**src/shared/lgops_regs.vh**
```
`ifndef LGOPS_REGS_VH
`define LGOPS_REGS_VH
// operation codes
`define LGOPS_OP_WIDTH 5
`define LGOPS_OP_NOP 5'h00
`define LGOPS_OP_AND_A 5'h01
`define LGOPS_OP_OR_A 5'h02
`define LGOPS_OP_XOR_A 5'h03
`define LGOPS_OP_AND_MA 5'h04
`define LGOPS_OP_OR_MA 5'h05
`define LGOPS_OP_XOR_MA 5'h06
`define LGOPS_OP_AND_MI 5'h07
`define LGOPS_OP_OR_MI 5'h08
`define LGOPS_OP_XOR_MI 5'h09
`define LGOPS_OP_INV 5'h0A
`define LGOPS_OP_RL 5'h0B
`define LGOPS_OP_RLC 5'h0C
`define LGOPS_OP_RR 5'h0D
`define LGOPS_OP_RRC 5'h0E
`define LGOPS_OP_SWAPN 5'h0F
`define LGOPS_OP_MOV 5'h10
`define LGOPS_OP_LDDP 5'h11
`define LGOPS_OP_XCH 5'h12
`define LGOPS_OP_SWAP_LOW_NIBBLE 5'h13
`define LGOPS_OP_PUSH 5'h14
`define LGOPS_OP_POP 5'h15
// operand addressing modes
`define LGOPS_MODE_DIR 2'h0
`define LGOPS_MODE_IND 2'h1
`define LGOPS_MODE_REG 2'h2
`define LGOPS_MODE_IMM 2'h3
// indirect pointer selectors
`define LGOPS_PTR_R0 2'h0
`define LGOPS_PTR_R1 2'h1
`define LGOPS_PTR_SP 2'h2
// address space boundary and space codes
`define LGOPS_SFR_BASE 8'h80
`define LGOPS_SPACE_RAM 1'h0
`define LGOPS_SPACE_SFR 1'h1
// reset values
`define LGOPS_ACC_RST 8'h00
`define LGOPS_SP_RST 8'h07
`define LGOPS_DP_RST 16'h0000
`endif

```
**src/lgops_datapath.v**
```verilog
// Operation
// - bitwise and, or, xor, invert per bit
// - acc forms take dir/ind/reg/imm operand
// - memory-destination forms leave accumulator untouched
// - plain rotates wrap end bit around
// - carry rotates include carry in ring
// - nibble swap changes nothing else
// - move copies byte bypassing accumulator
// - upper RAM indirect only, SFR direct only
// - push increments pointer, then stores
// - push/pop operand direct, stack indirect
// - stack may enter upper RAM, never SFR
// - immediate load of full data pointer
// - full byte exchange with accumulator
// - low nibble exchange via R0/R1 only
// - indirect address from R0, R1 or pointer
`include "lgops_regs.vh"
module lgops_datapath (
  input wire i_clk,
  input wire i_reset,
  input wire i_start,
  input wire [4:0] i_op,
  input wire [1:0] i_src_mode,
  input wire [1:0] i_dst_mode,
  input wire [1:0] i_ptr_sel,
  input wire [7:0] i_src_field,
  input wire [7:0] i_dst_field,
  input wire [15:0] i_imm16,
  input wire [1:0] i_bank,
  input wire i_carry,
  input wire [7:0] i_mem_rdata,
  input wire [7:0] i_r0,
  input wire [7:0] i_r1,
  output reg o_busy,
  output reg o_done,
  output reg o_mem_rd,
  output reg o_mem_wr,
  output reg o_mem_space,
  output reg [7:0] o_mem_addr,
  output reg [7:0] o_mem_wdata,
  output reg [7:0] o_acc,
  output reg o_carry,
  output reg [7:0] o_stack_pointer,
  output reg [15:0] o_data_pointer_16
);
  // ----------------------------------------------------------------
  // state machine
  // ----------------------------------------------------------------
  localparam [4:0] S_IDLE = 5'h01;
  localparam [4:0] S_RD1 = 5'h02;
  localparam [4:0] S_RD2 = 5'h04;
  localparam [4:0] S_WR = 5'h08;
  localparam [4:0] S_DONE = 5'h10;

  reg [4:0] state;
  reg [4:0] op;
  reg [1:0] src_mode;
  reg [1:0] dst_mode;
  reg [1:0] ptr_sel;
  reg [7:0] src_field;
  reg [7:0] dst_field;
  reg [1:0] bank;
  reg [7:0] opnd;
  wire [7:0] alu_res;
  wire alu_carry;

  // ----------------------------------------------------------------
  // address decoding
  // ----------------------------------------------------------------
  // register form: bank base plus register number
  function [7:0] reg_addr;
    input [1:0] b;
    input [2:0] n;
    begin
      reg_addr = {3'h0, b, n};
    end
  endfunction

  // indirect always lands in RAM space, so upper RAM is reachable and SFR never
  function [7:0] ind_addr;
    input [1:0] sel;
    input [7:0] r0;
    input [7:0] r1;
    input [7:0] sp;
    begin
      case (sel)
        `LGOPS_PTR_R0: ind_addr = r0;
        `LGOPS_PTR_R1: ind_addr = r1;
        default: ind_addr = sp;
      endcase
    end
  endfunction

  // direct addresses at or above the boundary are SFRs
  function dir_space;
    input [7:0] a;
    begin
      dir_space = (a >= `LGOPS_SFR_BASE) ? `LGOPS_SPACE_SFR : `LGOPS_SPACE_RAM;
    end
  endfunction

  lgops_logic_unit u_alu (
    .i_op(op),
    .i_a((op == `LGOPS_OP_AND_MI || op == `LGOPS_OP_OR_MI || op == `LGOPS_OP_XOR_MI ||
          op == `LGOPS_OP_AND_MA || op == `LGOPS_OP_OR_MA || op == `LGOPS_OP_XOR_MA)
         ? opnd : o_acc),
    .i_b((op == `LGOPS_OP_AND_MI || op == `LGOPS_OP_OR_MI || op == `LGOPS_OP_XOR_MI)
         ? dst_field : ((op == `LGOPS_OP_AND_MA || op == `LGOPS_OP_OR_MA ||
         op == `LGOPS_OP_XOR_MA) ? o_acc : opnd)),
    .i_carry(o_carry),
    .o_res(alu_res),
    .o_carry(alu_carry)
  );

  // issue a read of the source operand per its addressing mode
  task issue_src_read;
    begin
      o_mem_rd <= 1'b1;
      case (src_mode)
        `LGOPS_MODE_IND: begin
          o_mem_space <= `LGOPS_SPACE_RAM;
          o_mem_addr <= ind_addr(ptr_sel, i_r0, i_r1, o_stack_pointer);
        end
        `LGOPS_MODE_REG: begin
          o_mem_space <= `LGOPS_SPACE_RAM;
          o_mem_addr <= reg_addr(bank, src_field[2:0]);
        end
        default: begin
          o_mem_space <= dir_space(src_field);
          o_mem_addr <= src_field;
        end
      endcase
    end
  endtask

  // ----------------------------------------------------------------
  // sequencer
  // ----------------------------------------------------------------
  always @(posedge i_clk or posedge i_reset) begin
    if (i_reset) begin
      state <= S_IDLE;
      op <= `LGOPS_OP_NOP;
      src_mode <= `LGOPS_MODE_DIR;
      dst_mode <= `LGOPS_MODE_DIR;
      ptr_sel <= `LGOPS_PTR_R0;
      src_field <= 8'h00;
      dst_field <= 8'h00;
      bank <= 2'h0;
      opnd <= 8'h00;
      o_busy <= 1'b0;
      o_done <= 1'b0;
      o_mem_rd <= 1'b0;
      o_mem_wr <= 1'b0;
      o_mem_space <= `LGOPS_SPACE_RAM;
      o_mem_addr <= 8'h00;
      o_mem_wdata <= 8'h00;
      o_acc <= `LGOPS_ACC_RST;
      o_carry <= 1'b0;
      o_stack_pointer <= `LGOPS_SP_RST;
      o_data_pointer_16 <= `LGOPS_DP_RST;
    end else begin
      o_done <= 1'b0;
      o_mem_rd <= 1'b0;
      o_mem_wr <= 1'b0;
      case (state)
        S_IDLE: begin
          if (i_start) begin
            op <= i_op;
            src_mode <= i_src_mode;
            dst_mode <= i_dst_mode;
            ptr_sel <= i_ptr_sel;
            src_field <= i_src_field;
            dst_field <= i_dst_field;
            bank <= i_bank;
            o_carry <= i_carry;
            o_busy <= 1'b1;
            state <= S_RD1;
          end
        end
        S_RD1: begin
          state <= S_RD2;
          case (op)
            `LGOPS_OP_AND_A, `LGOPS_OP_OR_A, `LGOPS_OP_XOR_A: begin
              if (src_mode == `LGOPS_MODE_IMM) begin
                opnd <= src_field;
                state <= S_WR;
              end else begin
                issue_src_read;
              end
            end
            `LGOPS_OP_AND_MA, `LGOPS_OP_OR_MA, `LGOPS_OP_XOR_MA,
            `LGOPS_OP_AND_MI, `LGOPS_OP_OR_MI, `LGOPS_OP_XOR_MI: begin
              src_mode <= `LGOPS_MODE_DIR;
              o_mem_rd <= 1'b1;
              o_mem_space <= dir_space(src_field);
              o_mem_addr <= src_field;
            end
            `LGOPS_OP_MOV, `LGOPS_OP_XCH: issue_src_read;
            `LGOPS_OP_SWAP_LOW_NIBBLE: begin
              o_mem_rd <= 1'b1;
              o_mem_space <= `LGOPS_SPACE_RAM;
              o_mem_addr <= ind_addr({1'b0, ptr_sel[0]}, i_r0, i_r1, o_stack_pointer);
            end
            `LGOPS_OP_POP: begin
              o_mem_rd <= 1'b1;
              o_mem_space <= `LGOPS_SPACE_RAM;
              o_mem_addr <= o_stack_pointer;
            end
            `LGOPS_OP_PUSH: begin
              o_mem_rd <= 1'b1;
              o_mem_space <= dir_space(src_field);
              o_mem_addr <= src_field;
            end
            default: state <= S_WR;
          endcase
        end
        S_RD2: begin
          // memory answers within the read strobe cycle; data is taken at the edge that ends it
          opnd <= i_mem_rdata;
          state <= S_WR;
        end
        S_WR: begin
          state <= S_DONE;
          case (op)
            `LGOPS_OP_AND_A, `LGOPS_OP_OR_A, `LGOPS_OP_XOR_A,
            `LGOPS_OP_INV, `LGOPS_OP_RL, `LGOPS_OP_RR: o_acc <= alu_res;
            `LGOPS_OP_RLC, `LGOPS_OP_RRC: begin
              o_acc <= alu_res;
              o_carry <= alu_carry;
            end
            `LGOPS_OP_SWAPN: o_acc <= alu_res;
            `LGOPS_OP_AND_MA, `LGOPS_OP_OR_MA, `LGOPS_OP_XOR_MA,
            `LGOPS_OP_AND_MI, `LGOPS_OP_OR_MI, `LGOPS_OP_XOR_MI: begin
              o_mem_wr <= 1'b1;
              o_mem_wdata <= alu_res;
            end
            `LGOPS_OP_MOV: begin
              o_mem_wr <= 1'b1;
              o_mem_wdata <= opnd;
              if (dst_mode == `LGOPS_MODE_IND) begin
                o_mem_space <= `LGOPS_SPACE_RAM;
                o_mem_addr <= ind_addr(ptr_sel, i_r0, i_r1, o_stack_pointer);
              end else if (dst_mode == `LGOPS_MODE_REG) begin
                o_mem_space <= `LGOPS_SPACE_RAM;
                o_mem_addr <= reg_addr(bank, dst_field[2:0]);
              end else begin
                o_mem_space <= dir_space(dst_field);
                o_mem_addr <= dst_field;
              end
            end
            `LGOPS_OP_XCH: begin
              o_mem_wr <= 1'b1;
              o_mem_wdata <= o_acc;
              o_acc <= opnd;
            end
            `LGOPS_OP_SWAP_LOW_NIBBLE: begin
              o_mem_wr <= 1'b1;
              o_mem_wdata <= {opnd[7:4], o_acc[3:0]};
              o_acc <= {o_acc[7:4], opnd[3:0]};
            end
            `LGOPS_OP_PUSH: begin
              o_stack_pointer <= o_stack_pointer + 8'h01;
              o_mem_wr <= 1'b1;
              o_mem_space <= `LGOPS_SPACE_RAM;
              o_mem_addr <= o_stack_pointer + 8'h01;
              o_mem_wdata <= opnd;
            end
            `LGOPS_OP_POP: begin
              o_stack_pointer <= o_stack_pointer - 8'h01;
              o_mem_wr <= 1'b1;
              o_mem_space <= dir_space(src_field);
              o_mem_addr <= src_field;
              o_mem_wdata <= opnd;
            end
            `LGOPS_OP_LDDP: o_data_pointer_16 <= i_imm16;
            default: o_acc <= o_acc;
          endcase
        end
        S_DONE: begin
          o_busy <= 1'b0;
          o_done <= 1'b1;
          state <= S_IDLE;
        end
        default: state <= S_IDLE;
      endcase
    end
  end
endmodule // lgops_datapath

```
**src/lgops_logic_unit.v**
```verilog
`include "lgops_regs.vh"
module lgops_logic_unit (
  input wire [4:0] i_op,
  input wire [7:0] i_a,
  input wire [7:0] i_b,
  input wire i_carry,
  output reg [7:0] o_res,
  output reg o_carry
);
  always @* begin
    o_res = i_a;
    o_carry = i_carry;
    case (i_op)
      `LGOPS_OP_AND_A, `LGOPS_OP_AND_MA, `LGOPS_OP_AND_MI: o_res = i_a & i_b;
      `LGOPS_OP_OR_A, `LGOPS_OP_OR_MA, `LGOPS_OP_OR_MI: o_res = i_a | i_b;
      `LGOPS_OP_XOR_A, `LGOPS_OP_XOR_MA, `LGOPS_OP_XOR_MI: o_res = i_a ^ i_b;
      `LGOPS_OP_INV: o_res = ~i_a;
      `LGOPS_OP_RL: o_res = {i_a[6:0], i_a[7]};
      `LGOPS_OP_RR: o_res = {i_a[0], i_a[7:1]};
      `LGOPS_OP_RLC: begin
        o_res = {i_a[6:0], i_carry};
        o_carry = i_a[7];
      end
      `LGOPS_OP_RRC: begin
        o_res = {i_carry, i_a[7:1]};
        o_carry = i_a[0];
      end
      `LGOPS_OP_SWAPN: o_res = {i_a[3:0], i_a[7:4]};
      default: o_res = i_a;
    endcase
  end
endmodule // lgops_logic_unit

```
**config.mk**
```make
export PLATFORM = sky130hd
export DESIGN_NAME = lgops_datapath
export DESIGN_NICKNAME = d
export VERILOG_FILES = /design/src/lgops_datapath.v /design/src/lgops_logic_unit.v
export VERILOG_INCLUDE_DIRS = /design/src /design/src/shared
export SDC_FILE = /design/constraint.sdc
export NUM_CORES = 1
export LEC_CHECK = 0
export BUFFER_PORTS_ARGS = -buffer_cell sky130_fd_sc_hd__buf_2
export CAP_MARGIN = 20
export CORE_MARGIN = 8
export CORE_UTILIZATION = 35
export CTS_CLUSTER_DIAMETER = 200
export DETAILED_ROUTE_END_ITERATION = 7
export GPL_ROUTABILITY_DRIVEN = 0
export SETUP_SLACK_MARGIN = 0.5
export SYNTH_ARGS = -nofsm -noshare
export SYNTH_HDL_FRONTEND = slang
export SYNTH_SLANG_ARGS = --single-unit
```
**constraint.sdc**
```tcl
create_clock -name i_clk -period 4.7 [get_ports i_clk]
set_clock_uncertainty 0.15 [all_clocks]
set_input_delay 1.175 -clock i_clk [delete_from_list [all_inputs] [get_ports i_clk]]
set_output_delay 1.175 -clock i_clk [all_outputs]
set_load 0.05 [all_outputs]
```
==> metrics.md <==
| Metric | Value |
|---|---|
| Main synth FF type | `dfrtp_1` |
| Mapped Nets | `804` |
| Sw Ratio | `50.8%` |
| Mux cell area share after synthesis | `15.4%` |
| Power density over the cells | `753 nW/um^2` |
| Layout cell share with drive strength beyond 1 | `a little under a third` |
| CP startpoint | `op[2]` |
| Largest net degree at the start of global routing | `56` |
| Post-synth EDFFs | `0` |
| Netlist cell types | `89` |
| Final cycle utilization of the critical path | `75.7%` |
| Skew-Pair Late Insertion Delay | `~0.36 ns` |
| Main combinational cell family by area after synthesis | `compound AO/OA/AOI/OAI gates` |
| First DRT Iteration DRCs | `758` |
| Worst Setup End Kind | `flip-flop` |
| Final total power | `approximately 0.0060 W` |
| CTS Buffer Depth | `2` |
| Worst-path clk slew | `roughly 0.060 ns` |
| Maximum operating frequency | `281 MHz` |
| Met2 global-route usage | `26.8%` |
| Top-count cell post-synth | `dfrtp_1` |
| Minimum clock period | `3.56 ns` |
| M1 GR Usage | `between 20 and 25%` |
| Crit path kind | `reg2reg` |
| Asr flop ratio synth | `100%` |
| Cell accounting for the most synthesized area | `dfrtp_1` |
| Register area share after synthesis | `35.5%` |
| Post-Synthesis Cells | `just over 700` |
| Antenna violations before repair | `0` |
| Rel. slew slack | `34.0%` |
| Critical Path Fanout Max | `27` |
| Crit path cell chain | `nor4b_1, a21o_1, o221ai_2, ha_1, nand2_1, o21ai_0, or4_1, a221o_1` |
| Post-synth top area share | `33.9%` |
| Fin. Hold Viols | `0` |
| Area grow syn2layout | `16.7%` |
| Pint | `0.00294 W` |
| Status | `completed` |
| Leak pwr | `3.44 nW` |
| Vias in the first global route | `5950` |
| Sw power | `0.00303 W` |
| Simple-gate share of the synthesized area | `approximately 17%` |
| GRT Resource Usage Total | `18.3%` |
| Initial Util | `35.2%` |
| Compound-Gate Fraction of Synth Area | `22.3%` |
| CP Launch Type | `flip-flop` |
| Io pins | `roughly 130` |
| DP HPWL | `16.8 mm` |
| Antenna cell count | `0` |
| WP data required | `4.79 ns` |
| Cell Area, Synth | `6780 um^2` |
| Met3 usage | `5.60%` |
| Residual DRC | `0` |
| Antenna-violating nets left | `0` |
| Seq pwr share | `28.1%` |
| Hold path start | `o_mem_wdata[6]` |
| Slew Viols, Final | `0` |
| Routed WL per cell | `20.4 um` |
| Setup tns final | `0 ns` |
| Die X-Extent | `155 um` |
| Rows | `51` |
| Clock sink total | `96` |
| Final Net Count | `903` |
| Max-Cap Viols | `0` |
| CTS Hold Bufs | `0` |
| Pre-antenna DRT Iters | `5` |
| GRT Max-Usage Layer | `met2` |
| Area contributors post-synth | `dfrtp_1 34%, mux2_2 10%, mux2i_1 4.4%` |
| Top Family by Delay on Critical Path | `simple AND/OR/NAND/NOR gates` |
| Vias/cell | `5.71` |
| Postcts setup bufs | `0` |
| Htree depth | `3` |
| Post-synthesis adder-cell area fraction | `2.58%` |
| Vias | `6202` |
| Clock share of power | `13.4%` |
| CP bufs+invs | `0` |
| Xor/xnor share of the synthesized area | `1.94%` |
| Root buffer cell | `clkbuf_16` |
| Die height | `between 150 and 200 um` |
| Unrepaired setup endpoints after global routing | `false` |
| Port Buf Inserts | `about 130` |
| First-pass GRT wire length | `between 30 and 40 mm` |
| TritonCTS clock tree | `yes` |
| Synthesis Warnings | `0` |
| Slowest CP cell | `nor4b_1` |
| Die area | `24100 um^2` |
| VDD IR max | `about 0.3 mV` |
| # setup viols final | `0` |
| CTS resizes | `0` |
| Remaining global-route overflow | `0` |
| Total CTS buffers | `9` |
| Drt total wl | `22.1 mm` |
| Comb pwr share | `58.5%` |
| Crit-path max cell delay | `roughly 0.77 ns` |
| WP data arrival | `3.65 ns` |
| Tightest Pin Transition | `0.991 ns` |
| Synthesized flop and latch total | `96` |
| Core Region | `around 19000 um^2` |
| R2R Path Start | `op[2]` |
| Most common library cells after synthesis | `92 x dfrtp_1, 63 x mux2_2, 55 x nand2_1, 51 x nor2_1, 38 x a21oi_1` |
| HP Class | `reg2reg` |
| Syn Area/Cell | `around 9.5 um^2` |
==> worst reg2reg max path, stage by stage, from the launching register on <==
cell	delay, ns
dfrtp_1	0.75
nor4b_1	0.78
a21o_1	0.35
o221ai_2	0.17
ha_1	0.32
nand2_1	0.05
o21ai_0	0.09
or4_1	0.47
a221o_1	0.32
==> state kept, by name, indices dropped and copies added (netlist names), 2 cells and up <==
signal             flops
bank                   2
dst_field              8
dst_mode               2
o_acc                  8
o_data_pointer_16     16
o_mem_addr             8
o_mem_wdata            8
o_stack_pointer        8
op                     5
opnd                   8
ptr_sel                2
src_field              8
src_mode               2
state                  5
==> power groups by stage <==
stage	Sequential, W	Combinational, W	Clock (W)
after detailed placement	0.00167	0.00343	0
after floorplan	0.00177	0.00242	0
final	0.00168	0.00349	0.000801
after CTS	0.00166	0.00344	0.000819
after global routing	0.00172	0.00378	0.000854
after global placement	0.00168	0.00340	0
==> cells by family after synthesis <==
| kind of cell | Yosys count |
|---|---|
| flip-flops | 96 |
| buffers and inverters | 70 |
| adder cells (fa/ha/maj) | 14 |
| AO/OA/AOI/OAI | 204 |
| XOR/XNOR | 15 |
| AND/OR/NAND/NOR | 222 |
| multiplexers | 96 |
==> per-stage QoR <==
step | setup WS, ns | area (um^2) | cells | hold WS [ns] | utilization, %
after floorplan | 0.876 | 6780 | 717 | 0.345 | -
after global routing | 0.944 | 7920 | 1086 | 0.364 | 41.1
after detailed placement | 1.22 | 7610 | 1070 | 0.314 | 39.5
after global placement | 1.29 | 7610 | 1070 | 0.317 | 39.5
after CTS | 1.18 | 7920 | 1086 | 0.329 | 41.1
final | 1.14 | 7920 | 1086 | 0.326 | 41.1
==> cells in the final DEF, fill, tap and decap left out, types with 5 or more instances in the layout <==
cell type / synthesis / layout
buf_2: 20 / 126
dfrtp_1: 92 / 92
mux2_2: 63 / 63
nand2_1: 55 / 55
nor2_1: 51 / 51
a21oi_1: 38 / 38
mux2i_1: 30 / 30
o21ai_0: 29 / 29
nand2b_1: 18 / 18
nor3_1: 16 / 16
inv_1: 17 / 16
ha_1: 14 / 14
buf_4: 2 / 14
a221oi_1: 11 / 11
o211ai_1: 11 / 11
nand3_1: 11 / 11
nor2b_1: 10 / 10
o221ai_1: 10 / 10
o31ai_1: 9 / 9
a221o_1: 9 / 9
clkbuf_16: 0 / 9
xnor2_1: 8 / 8
o22ai_1: 8 / 8
o21ai_1: 7 / 7
xor2_1: 7 / 7
or4_1: 5 / 5
a21o_1: 5 / 5
or2_1: 5 / 5
a22oi_1: 5 / 5
a31oi_1: 5 / 5
a211oi_1: 5 / 5
==> routing by layer <==
| layer | part of all wire (%) | wire [um] | vias to the layer above |
|---|---|---|---|
| met3 | 9.5 | 2110 | 51 |
| met1 | 44 | 9810 | 2959 |
| met2 | 43 | 9590 | 297 |
| met5 | 0 | 0 | - |
| li1 | - | - | 2895 |
| met4 | 2.8 | 630 | 0 |
==> worst paths after layout <==
check / slack (ns) / end / cells past startpoint
worst min register to register: 0.33 / o_mem_wdata[6] / 2
worst max register to register: 1.14 / o_acc[5] / 8
min in group asynchronous: 0.79 / o_data_pointer_16[0] / 2
max in group asynchronous: 2.81 / o_stack_pointer[2] / 3
worst min-delay path: 0.33 / o_mem_wdata[6] / 2
worst max-delay path: 1.14 / o_acc[5] / 8
==> final cells by class <==
type	count	area (um^2)
fill	2011	11400
multi-input combinational	551	4060
sequential	96	2410
timing repair buffer	140	736
tap	265	332
clock buffer	13	240
inverter	18	70.1
clock inverter	3	67.6
(Power assumes the default switching activity.)
